$ cat config.mk
export PLATFORM = sky130hd
export DESIGN_NAME = cic_decim
export DESIGN_NICKNAME = d
export VERILOG_FILES = /design/src/rtl/cic_pkg.sv /design/src/rtl/cic_decim.sv
export SDC_FILE = /design/constraint.sdc
export NUM_CORES = 2
export LEC_CHECK = 0
export BUFFER_PORTS_ARGS = -buffer_cell sky130_fd_sc_hd__buf_2
export CORE_MARGIN = 1
export CORE_UTILIZATION = 25
export DETAILED_ROUTE_END_ITERATION = 8
export GPL_TIMING_DRIVEN = 0
export MAX_ROUTING_LAYER = met4
export PLACE_DENSITY_LB_ADDON = 0.25
export SLEW_MARGIN = 15
export SYNTH_ARGS = -nofsm -noshare
export SYNTH_HDL_FRONTEND = slang
export SYNTH_SLANG_ARGS = --single-unit
$ cat constraint.sdc
create_clock -name hclk -period 30 [get_ports hclk]
set_input_delay 6 -clock hclk [delete_from_list [all_inputs] [get_ports hclk]]
set_output_delay 6 -clock hclk [all_outputs]
set_load 0.01 [all_outputs]
$ cat src/rtl/cic_pkg.sv
// Purpose: Shared constants and types for the fifth-order decimating filter.
// Assumes: One clock, registers on an AHB-Lite slave port.
// Notes:   Offsets are byte addresses of aligned 32-bit words.
package cic_pkg;

  localparam int unsigned SAMP_W     = 18;
  localparam int unsigned ACC_W      = 43;
  localparam int unsigned ORDER      = 5;
  localparam int unsigned FIFO_DEPTH = 8;

  localparam logic [31:0] OFF_RATIO = 32'h0000_0000;
  localparam logic [31:0] OFF_CTRL  = 32'h0000_0004;
  localparam logic [31:0] OFF_STAT  = 32'h0000_0008;

  localparam int unsigned CTRL_BYPASS_BIT = 0;
  localparam int unsigned CTRL_GAIN_LSB   = 8;
  localparam int unsigned STAT_PHASE_LSB  = 0;
  localparam int unsigned STAT_LEVEL_LSB  = 8;
  localparam int unsigned STAT_BYPASS_BIT = 16;

  localparam logic [4:0] RATIO_M1_RST = 5'h03;
  localparam logic [4:0] RATIO_M1_MIN = 5'h01;
  localparam logic [4:0] GAIN_RST     = 5'h00;
  localparam logic [4:0] GAIN_MAX     = 5'h14;
  localparam logic [4:0] GAIN_BIAS    = 5'h05;
  localparam logic       BYPASS_RST   = 1'b0;

  localparam logic [1:0] HTRANS_NONSEQ = 2'h2;
  localparam logic [2:0] HSIZE_WORD    = 3'h2;

  typedef struct packed {
    logic signed [SAMP_W-1:0] i;
    logic signed [SAMP_W-1:0] q;
  } cic_sample_t;

endpackage : cic_pkg

$ cat src/rtl/cic_decim.sv
// Purpose: Fifth-order integrator-comb decimator with bypass, output FIFO and
//          AHB-Lite register slave.
// Assumes: Mixer samples arrive on the hclk domain; zero-wait bus answers.
// Notes:   ce low freezes every flip-flop and stretches bus transfers.
// Operation
// (RULE1) The stage takes its samples straight from the oscillator/mixer output.
// (RULE2) One sample is taken per input sample and one leaves per ratio inputs.
// (RULE3) Any integer ratio from 2 to 32 is supported when not bypassed.
// (RULE4) Software writes ratio minus one into a 5-bit field; the block uses it plus one.
// (RULE5) Five integrator and comb sections, delay equal to ratio, gain 2^-(scale+5).
// (RULE6) The scale is an unsigned 0 to 20 applied as a right shift of the result.
// (RULE7) Each scale step attenuates by 6 dB, halving the gain.
// (RULE8) Software should pick the smallest scale that cannot overflow.
// (RULE9) A bypass gives an effective ratio of one.
// (RULE10) While bypassed no scaling is applied.
// (RULE11) While bypassed each input passes unchanged at the input rate.
// (RULE12) The stage takes one sample every clock, so it runs at full port rate; here in_ready drops while the output FIFO has no free slot.
// (RULE13) Each output sample carries a one-cycle valid strobe; here out_valid from the FIFO stays high until out_ready takes the sample.
`timescale 1ns/1ps
`default_nettype none

module cic_fifo #(
  parameter int unsigned WIDTH = 36,
  parameter int unsigned DEPTH = 8
) (
  input  wire logic                     hclk,
  input  wire logic                     hresetn,
  input  wire logic                     ce,
  input  wire logic                     in_valid,
  output logic                          in_ready,
  input  wire logic [WIDTH-1:0]         in_data,
  output logic                          out_valid,
  input  wire logic                     out_ready,
  output logic [WIDTH-1:0]              out_data,
  output logic [$clog2(DEPTH):0]        level
);
  localparam int unsigned AW = $clog2(DEPTH);

  logic [WIDTH-1:0] mem_ff [DEPTH];
  logic [AW-1:0]    wr_ff, nxt_wr, rd_ff, nxt_rd;
  logic [AW:0]      cnt_ff, nxt_cnt;
  logic             push, pop;

  assign in_ready  = (cnt_ff != (AW+1)'(DEPTH));
  assign out_valid = (cnt_ff != '0);
  assign out_data  = mem_ff[rd_ff];
  assign level     = cnt_ff;
  assign push      = ce & in_valid & in_ready;
  assign pop       = ce & out_valid & out_ready;

  always_comb begin
    nxt_wr  = push ? ((wr_ff == AW'(DEPTH-1)) ? '0 : wr_ff + 1'b1) : wr_ff;
    nxt_rd  = pop  ? ((rd_ff == AW'(DEPTH-1)) ? '0 : rd_ff + 1'b1) : rd_ff;
    nxt_cnt = cnt_ff + (AW+1)'(push) - (AW+1)'(pop);
  end

  always_ff @(posedge hclk or negedge hresetn) begin
    if (!hresetn) begin
      wr_ff  <= '0;
      rd_ff  <= '0;
      cnt_ff <= '0;
    end else if (ce) begin
      wr_ff  <= nxt_wr;
      rd_ff  <= nxt_rd;
      cnt_ff <= nxt_cnt;
    end
  end

  // Storage has no reset; contents are never read while empty
  always_ff @(posedge hclk) begin
    if (push) begin
      mem_ff[wr_ff] <= in_data;
    end
  end
endmodule : cic_fifo

module cic_rail
  import cic_pkg::*;
(
  input  wire logic                     hclk,
  input  wire logic                     hresetn,
  input  wire logic                     ce,
  input  wire logic                     acc,
  input  wire logic                     tick,
  input  wire logic signed [SAMP_W-1:0] x,
  input  wire logic [4:0]               shift,
  output logic signed [SAMP_W-1:0]      y
);
  logic signed [ACC_W-1:0] integ_ff [ORDER];
  logic signed [ACC_W-1:0] nxt_integ [ORDER];
  logic signed [ACC_W-1:0] dly_ff [ORDER];
  logic signed [ACC_W-1:0] nxt_dly [ORDER];
  logic signed [ACC_W-1:0] comb [ORDER+1];
  logic signed [ACC_W-1:0] scaled;

  always_comb begin
    comb[0] = integ_ff[ORDER-1];
    for (int k = 0; k < ORDER; k++) begin
      comb[k+1]    = comb[k] - dly_ff[k];
      nxt_integ[k] = integ_ff[k];
      nxt_dly[k]   = tick ? comb[k] : dly_ff[k];
    end
    if (acc) begin
      nxt_integ[0] = integ_ff[0] + ACC_W'(x); // RULE1
      for (int k = 1; k < ORDER; k++) begin
        nxt_integ[k] = integ_ff[k] + integ_ff[k-1]; // RULE5
      end
    end
    // Wraparound arithmetic makes the comb output exact despite integrator overflow
    scaled = comb[ORDER] >>> shift; // RULE5 RULE7
    y      = scaled[SAMP_W-1:0];
  end

  always_ff @(posedge hclk or negedge hresetn) begin
    if (!hresetn) begin
      for (int k = 0; k < ORDER; k++) begin
        integ_ff[k] <= '0;
        dly_ff[k]   <= '0;
      end
    end else if (ce) begin
      integ_ff <= nxt_integ;
      dly_ff   <= nxt_dly;
    end
  end
endmodule : cic_rail

module cic_decim (
  input  wire logic                hclk,
  input  wire logic                hresetn,
  input  wire logic                ce,
  input  wire logic                hsel,
  input  wire logic [31:0]         haddr,
  input  wire logic [1:0]          htrans,
  input  wire logic                hwrite,
  input  wire logic [2:0]          hsize,
  input  wire logic [31:0]         hwdata,
  input  wire logic                hready,
  output logic                     hreadyout,
  output logic                     hresp,
  output logic [31:0]              hrdata,
  input  wire logic                in_valid,
  output logic                     in_ready,
  input  wire cic_pkg::cic_sample_t in_sample,
  output logic                     out_valid,
  input  wire logic                out_ready,
  output cic_pkg::cic_sample_t     out_sample
);
  import cic_pkg::*;
  localparam int unsigned LVL_W = $clog2(FIFO_DEPTH) + 1;
  logic [4:0]  ratio_m1_ff, nxt_ratio_m1;
  logic [4:0]  gain_ff, nxt_gain;
  logic        bypass_ff, nxt_bypass;
  logic        dp_wr_ff, nxt_dp_wr;
  logic [31:0] dp_addr_ff, nxt_dp_addr;
  logic [31:0] hrdata_ff, nxt_hrdata;
  logic        addr_take, cfg_change;

  logic [4:0]        phase_ff, nxt_phase;
  cic_sample_t       res_ff, nxt_res;
  logic              resv_ff, nxt_resv;
  logic              acc, tick, fifo_in_ready;
  logic [LVL_W-1:0]  level;
  logic [4:0]        shift;
  logic signed [SAMP_W-1:0] yi, yq;

  // Bus: zero wait states; ce low inserts wait states instead of dropping transfers
  assign hreadyout = ce;
  assign hresp     = 1'b0;
  assign hrdata    = hrdata_ff;
  assign addr_take = ce & hsel & hready & htrans[1];

  always_comb begin
    nxt_dp_wr    = addr_take & hwrite & (hsize == HSIZE_WORD);
    nxt_dp_addr  = addr_take ? haddr : dp_addr_ff;
    nxt_ratio_m1 = ratio_m1_ff;
    nxt_gain     = gain_ff;
    nxt_bypass   = bypass_ff;
    if (dp_wr_ff && dp_addr_ff == OFF_RATIO) begin
      // Ratio 1 only via bypass, so a stored zero is lifted to ratio 2
      nxt_ratio_m1 = (hwdata[4:0] < RATIO_M1_MIN) ? RATIO_M1_MIN : hwdata[4:0]; // RULE3 RULE4
    end
    if (dp_wr_ff && dp_addr_ff == OFF_CTRL) begin
      nxt_bypass = hwdata[CTRL_BYPASS_BIT]; // RULE9
      nxt_gain   = (hwdata[CTRL_GAIN_LSB +: 5] > GAIN_MAX) ? GAIN_MAX
                 : hwdata[CTRL_GAIN_LSB +: 5]; // RULE6
    end
    // Ratio and control reads use next values so a read right after a write sees the new data
    nxt_hrdata = hrdata_ff;
    if (addr_take && !hwrite) begin
      nxt_hrdata = 32'h0000_0000;
      case (haddr)
        OFF_RATIO: nxt_hrdata[4:0] = nxt_ratio_m1; // RULE4
        OFF_CTRL: begin
          nxt_hrdata[CTRL_BYPASS_BIT]    = nxt_bypass;
          nxt_hrdata[CTRL_GAIN_LSB +: 5] = nxt_gain;
        end
        OFF_STAT: begin
          nxt_hrdata[STAT_PHASE_LSB +: 5]     = phase_ff;
          nxt_hrdata[STAT_LEVEL_LSB +: LVL_W] = level;
          nxt_hrdata[STAT_BYPASS_BIT]         = bypass_ff;
        end
        default: nxt_hrdata = 32'h0000_0000;
      endcase
    end
  end

  always_ff @(posedge hclk or negedge hresetn) begin
    if (!hresetn) begin
      ratio_m1_ff <= RATIO_M1_RST;
      gain_ff     <= GAIN_RST;
      bypass_ff   <= BYPASS_RST;
      dp_wr_ff    <= 1'b0;
      dp_addr_ff  <= 32'h0000_0000;
      hrdata_ff   <= 32'h0000_0000;
    end else if (ce) begin
      ratio_m1_ff <= nxt_ratio_m1;
      gain_ff     <= nxt_gain;
      bypass_ff   <= nxt_bypass;
      dp_wr_ff    <= nxt_dp_wr;
      dp_addr_ff  <= nxt_dp_addr;
      hrdata_ff   <= nxt_hrdata;
    end
  end

  // Datapath; the slot for a result still in flight is reserved in the FIFO
  assign in_ready   = ce & ((level + LVL_W'(resv_ff)) < LVL_W'(FIFO_DEPTH)); // RULE12
  assign acc        = in_valid & in_ready; // RULE2
  assign tick       = acc & ~bypass_ff & (phase_ff == ratio_m1_ff); // RULE2 RULE4
  assign cfg_change = dp_wr_ff & ((dp_addr_ff == OFF_RATIO) | (dp_addr_ff == OFF_CTRL));
  assign shift      = gain_ff + GAIN_BIAS; // RULE5

  cic_rail u_rail_i (
    .hclk    (hclk),
    .hresetn (hresetn),
    .ce      (ce),
    .acc     (acc & ~bypass_ff),
    .tick    (tick),
    .x       (in_sample.i),
    .shift   (shift),
    .y       (yi)
  );

  cic_rail u_rail_q (
    .hclk    (hclk),
    .hresetn (hresetn),
    .ce      (ce),
    .acc     (acc & ~bypass_ff),
    .tick    (tick),
    .x       (in_sample.q),
    .shift   (shift),
    .y       (yq)
  );

  always_comb begin
    nxt_phase = phase_ff;
    if (cfg_change) begin
      nxt_phase = 5'h00;
    end else if (tick) begin
      nxt_phase = 5'h00;
    end else if (acc && !bypass_ff) begin
      nxt_phase = phase_ff + 5'h01;
    end
    nxt_resv = tick | (acc & bypass_ff); // RULE13
    nxt_res  = res_ff;
    if (acc && bypass_ff) begin
      nxt_res = in_sample; // RULE10 RULE11
    end else if (tick) begin
      nxt_res.i = yi;
      nxt_res.q = yq;
    end
  end

  always_ff @(posedge hclk or negedge hresetn) begin
    if (!hresetn) begin
      phase_ff <= 5'h00;
      res_ff   <= '0;
      resv_ff  <= 1'b0;
    end else if (ce) begin
      phase_ff <= nxt_phase;
      res_ff   <= nxt_res;
      resv_ff  <= nxt_resv;
    end
  end

  cic_fifo #(
    .WIDTH ($bits(cic_sample_t)),
    .DEPTH (FIFO_DEPTH)
  ) u_fifo (
    .hclk      (hclk),
    .hresetn   (hresetn),
    .ce        (ce),
    .in_valid  (resv_ff),
    .in_ready  (fifo_in_ready),
    .in_data   (res_ff),
    .out_valid (out_valid),
    .out_ready (out_ready),
    .out_data  (out_sample),
    .level     (level)
  );
endmodule : cic_decim

`default_nettype wire

Yosys cells after proc, flatten, opt, wreduce, memory -nomap -nowiden
Memory sizes are Yosys's and may differ from the RTL's.
Index checks and enable logic that the tools add are counted.
{ "word_totals": {"in_bits": 113, "ramBits": 288, "output_inout_bits": 72, "regBits": 967, "n_memories": 1} }
{ "mem_list": {"columns": ["name", "words", "width", "rd", "rd_ports_with_merged_regs", "write_ports", "line_no", "text"], "rows": [
  ["u_fifo.mem_ff", 8, 36, 1, 0, 1, "cic_decim.sv:39", "logic [WIDTH-1:0] mem_ff [DEPTH];"]
]} }
{ "op_classes": {"magnitude_cmp": 3, "addsub": 27, "shift": 2, "mux": 19, "eq_ne": 8, "n_reduce_logical": 20, "bitwise_logic": 18} }
{ "op_table": {"columns": ["cell", "count"], "rows": [
  ["43-bit subtractor", 10],
  ["43-bit adder", 8],
  ["43-bit by 18-bit adder with 43-bit output", 2],
  ["43-bit by 5-bit >>> shifter with 18-bit output", 2],
  ["36-bit 2-to-1 mux", 2],
  ["32-bit by 3-bit == test with 1-bit output (second input constant)", 2],
  ["32-bit zero test", 2],
  ["5-bit 2-to-1 mux", 7],
  ["32-bit by 4-bit == test with 1-bit output (second input constant)", 1],
  ["4-bit case mux with 2 select lines", 2],
  ["2-bit AND reduction", 8],
  ["1-bit bitwise AND", 15],
  ["4-bit by 1-bit adder with 4-bit output", 2],
  ["3-bit by 1-bit adder with 3-bit output (second input constant)", 2],
  ["3-bit == test (second input constant)", 2],
  ["3-bit 2-to-1 mux", 2],
  ["5-bit by 1-bit adder with 5-bit output (second input constant)", 1],
  ["5-bit by 3-bit adder with 5-bit output (second input constant)", 1],
  ["5-bit == test", 1],
  ["5-bit greater-than comparator (second input constant)", 1],
  ["1-bit logical AND", 5],
  ["5-bit by 1-bit < comparator with 1-bit output (second input constant)", 1],
  ["1-bit 2-to-1 mux", 5],
  ["4-bit < comparator (second input constant)", 1],
  ["other kinds (10)", 12]
]} }

Longest topological paths before layout
{ "depth": {"ltp_word": 8, "ltp_mapped": 61, "ltp_nobuf": 60} }

Cells and area by module
From an unflattened synthesis, not the netlist that was laid out.
{ "unflattened": {"cells_unflattened": 10131, "area_unflattened_um2": 93490.9} }
{ "by_module_without_submodules": {"columns": ["mod", "seq_area_each_um2", "instances", "cells_per_inst", "area_per_inst_um2"], "rows": [
  ["cic_rail (u_rail_q)", 10760.3, 1, 4562, 38863.5],
  ["cic_rail (u_rail_i)", 10760.3, 1, 4651, 38016.5],
  ["cic_fifo", 8898.5, 1, 484, 11712.5],
  ["cic_decim", 2429.8, 1, 434, 4898.4]
]} }

Worst setup path after synthesis
OpenSTA, ideal clock, no wires.
{ "synth_path": {"kind": "input-to-output", "from": "in ce", "to": "out in_ready", "arrival_ns": 6.187, "required_ns": 24.000, "slack_ns": 17.813, "cell_stages": 1, "path_cell_list": "and2_1"} }
{ "synth_between": {"elab_chain_cells": 1} }
{ "synth_rtl": {"columns": ["element", "line_no", "text"], "rows": [
  ["start, declared", "cic_decim.sv:130", "input wire logic ce,"],
  ["1-bit bitwise AND", "cic_decim.sv:226", "assign in_ready = ce & ((level + LVL_W'(resv_ff)) < LVL_W'(FIFO_DEPTH));"],
  ["end, declared", "cic_decim.sv:142", "output logic in_ready,"]
]} }
Every way passes these cells.

==> summary.md <==
| Metric | Value |
|---|---|
| Syn_area_per_cell | 8.91 um^2 |
| Number of CTS-inserted buffers | 164 |
| WL/cell | 19.5 um |
| Max FO, Critical Path | 7 |
| WHS Endpoint | u_rail_q.dly_ff[123] |
| ANT nets after route | 0 |
| CTS Hold Bufs | 0 |
| Post-route design area | 105000 um^2 |
| Number of remaining DRC errors | 0 |
| Reg clk slew, reported paths | 0.06 ns |
| R2r endpoint | res_ff[35] |
| H-tree depth | 4 |
| Post-synth top area share | 26.2% |
| R2R cell count | 50 |
| Post-synth top flop | dfrtp_1 |
| Routed vias/inst | 4.90 |
| Main combinational cell family by area after synthesis | compound AO/OA/AOI/OAI gates |
| Area of placed instances | 99700 um^2 |
| Clock sink count | 1255 |
| Max Slew Vio Count | 0 |
| Pre-antenna DRT Iters | 5 |
| Most used cell, CP | a21oi_1 |
| Die H | 609 um |
| CTS resizes | 0 |
| Hold Crit Start | u_rail_q.dly_ff[123] |
| Simple-gate share of the synthesized area | 13.3% |
| Largest area contributor in the synthesized netlist | dfrtp_1 |
| Slowest stage cell on the critical path | xnor2_1 |
| # setup viols final | 0 |
| Synth async-reset ratio | 77.1% |
| Die area | 371000 um^2 |
| Critical path's top delay family | compound AO/OA/AOI/OAI gates |
| First-pass GRT wire length | 465000 um |
| Syn. warnings | 0 |
| I/O pins | 185 |
| Slew @ Worst Pin | 1.29 ns |
| Path type of the worst setup path | reg -> reg |
| Largest net degree at the start of global routing | 126 |
| Fin util | 28.7% |
| Worst EP required | 30.66 ns |
| Mux contribution to synthesized area | 4.87% |
| First-iteration detailed-routing DRC count | 5392 |
| Cells after synthesis | 10300 |
| MaxCap Viol Count | 0 |
| Crit share post-route | 48.1% |
| FP Rows | 222 |
| Post-CTS Setup Repair Bufs | 0 |
| Yosys reg bits | 1255 |
| Layout cell share with drive strength beyond 1 | 7.22% |
| Fin Setup TNS | 0 ns |
| Starting Density | 25.2% |
| Hold Path Class | reg -> reg |
| Vias | 76700 |
| Synth area leaders | dfrtp_1, ha_1, edfxtp_1 |
| Hold Fails Final Rpt | 0 |
| CP max stage delay | 0.85 ns |
| CP arrival | 15.10 ns |
| Initial antenna violation count | 27 |
| Root Driver | clkbuf_16 |
| TritonCTS clock tree | yes |
| Clock Latency Late Sink | 0.83 ns |
| Clock Path Buffers | 4 |
| RePlAce Congestion | 0.966 |
| Cell Area, Synth | 92200 um^2 |
| CP Launch Type | register |
| Clock skew | 0.0558 ns |
| Sequential area share after synthesis | 35.6% |
| CORE AREA | 366000 um^2 |
| Vias in the first global route | 74000 |
| Number of distinct library cells after synthesis | 101 |
| Worst hold stages | 2 |
| Launch point of the critical path | u_rail_i.comb[215] |
| Xor/xnor share of the synthesized area | 7.17% |
| Synthesis-to-finish area growth | 13.9% |
| F_max | 69.2 MHz |
| All-Layer GR Usage | 16.4% |
| R2r setup slk | 15.56 ns |
| Slew HR | 14.2% |
| Number of flops mapped to enable cells by yosys | 288 |
| List of most frequent post-synthesis cells | nand2_1, o21ai_0, dfrtp_1 |
| Post-Synth Adder-Cell Area | 12.0% |
| Crit path time final | 14.44 ns |
| R2R Path Start | u_rail_i.comb[215] |
| Final wirelength | 305000 um |
| RSZ-0062 raised after global routing | false |
| Port Buffer Count | 139 |
| Status | complete, no violations |
| Library cell with the highest instance count after synthesis | nand2_1 |
| Compound-Gate Fraction of Synth Area | 22.6% |
| # nets final | 11700 |
| Grt total ovfl | 0 |
| CP Capture Type | register |
| Post-DP HPWL | 239000 um |
| Die width | 609 um |
| Critical path buffer and inverter count | 3 |
==> how the worst max path moves through the flow <==
stage	endpoint	slack (ns)	cells after the start
2_1_floorplan	in_ready	17.81	1
3_3_place_gp	res_ff[17]	-0.69	1
3_5_place_dp	res_ff[35]	15.65	50
4_1_cts	res_ff[35]	15.54	50
5_1_grt	res_ff[35]	14.87	50
6_report	res_ff[35]	15.56	50
==> cells by family (layout without fill, tap and decap cells) <==
group | count (synthesis) | after routing
other cells | 1 | 36
mux | 321 | 321
buf+inv | 1051 | 1508
flops | 1255 | 1255
xor+xnor | 750 | 750
simple gates | 2707 | 2707
fa+ha+maj | 874 | 874
compound gates | 3384 | 3384
==> flip-flops by register name, summed over array words and instances, names as in the netlist, 3 cells and up <==
signal / flops
dp_addr_ff: 32
u_rail_q.dly_ff: 215
u_rail_i.comb: 43
u_fifo.rd_ff: 3
u_rail_q.integ_ff: 172
hrdata: 11
ratio_m1_ff: 5
res_ff: 36
u_rail_i.dly_ff: 215
u_rail_i.integ_ff: 172
u_fifo.wr_ff: 3
u_fifo.level: 4
u_rail_q.comb: 43
phase_ff: 5
gain_ff: 5
u_fifo.mem_ff: 288
==> final cells by class <==
type / count / area (um^2)
fillers: 39100 / 261000
multi-input cells: 8058 / 55500
flip-flops and latches: 1255 / 32800
well taps: 4816 / 6030
clock buffers: 245 / 4820
inverters: 675 / 2530
plain buffers: 376 / 1520
repair buffers: 174 / 1360
clock inverters: 38 / 425
diodes: 14 / 35.0
==> routing by layer <==
metal | vias to the layer above | part of all wire, % | track usage [%]
li1 | 38000 | - | -
met1 | 36700 | 49 | 22.7
met2 | 1544 | 44 | 25.2
met3 | 406 | 4.4 | 2.12
met4 | 0 | 2.5 | 4.24
met5 | - | 0 | -
==> worst reg2reg max path, delay by kind of cell (launching register included) <==
family / cells / cell delay (ns)
AOI/OAI and AO/OA: 26 / 7.45
xor gates and xnor gates: 4 / 1.35
adders and majority gates: 6 / 2.38
buffers and inverters: 3 / 0.48
DFF: 1 / 0.37
and+or+nand+nor: 11 / 2.22
==> cell usage in the layout (no fill, tap or decap), drive strengths merged, types with 33 or more instances in the layout <==
| master | Yosys | layout |
|---|---|---|
| o21a | 134 | 134 |
| a211oi | 97 | 97 |
| nor4 | 40 | 40 |
| mux2i | 81 | 81 |
| clkbuf | 323 | 568 |
| o211ai | 61 | 61 |
| xor2 | 295 | 295 |
| a21boi | 39 | 39 |
| buf | 53 | 226 |
| nand3 | 153 | 153 |
| a21oi | 763 | 763 |
| nand2 | 1315 | 1315 |
| xnor2 | 453 | 453 |
| o21ai | 1202 | 1202 |
| inv | 675 | 681 |
| a211o | 40 | 40 |
| mux2 | 153 | 153 |
| or3 | 48 | 48 |
| and2 | 48 | 48 |
| nor2 | 493 | 493 |
| nor3 | 128 | 128 |
| dfrtp | 965 | 965 |
| ha | 853 | 853 |
| nor2b | 108 | 108 |
| o21bai | 130 | 130 |
| edfxtp | 288 | 288 |
| a21o | 440 | 440 |
| and3 | 65 | 65 |
| a31oi | 106 | 106 |
| o31ai | 76 | 76 |
| nand4 | 71 | 71 |
| nand2b | 112 | 112 |
| mux4 | 87 | 87 |
| or2 | 33 | 33 |
==> metrics by stage <==
| step | worst slack (ns) | hold WS (ns) | instances |
|---|---|---|---|
| finish | 15.56 | 0.473 | 15700 |
| global route | 14.87 | 0.507 | 15600 |
| CTS | 15.54 | 0.479 | 15600 |
| detailed placement | 15.65 | 0.466 | 15400 |
| global placement | -0.695 | 0.461 | 15300 |
| floorplan | 17.81 | 0.449 | 10400 |
Power is left out: the tool's default activity adds up to more than one toggle a clock period on the data nets, which glitch-free logic cannot reach.
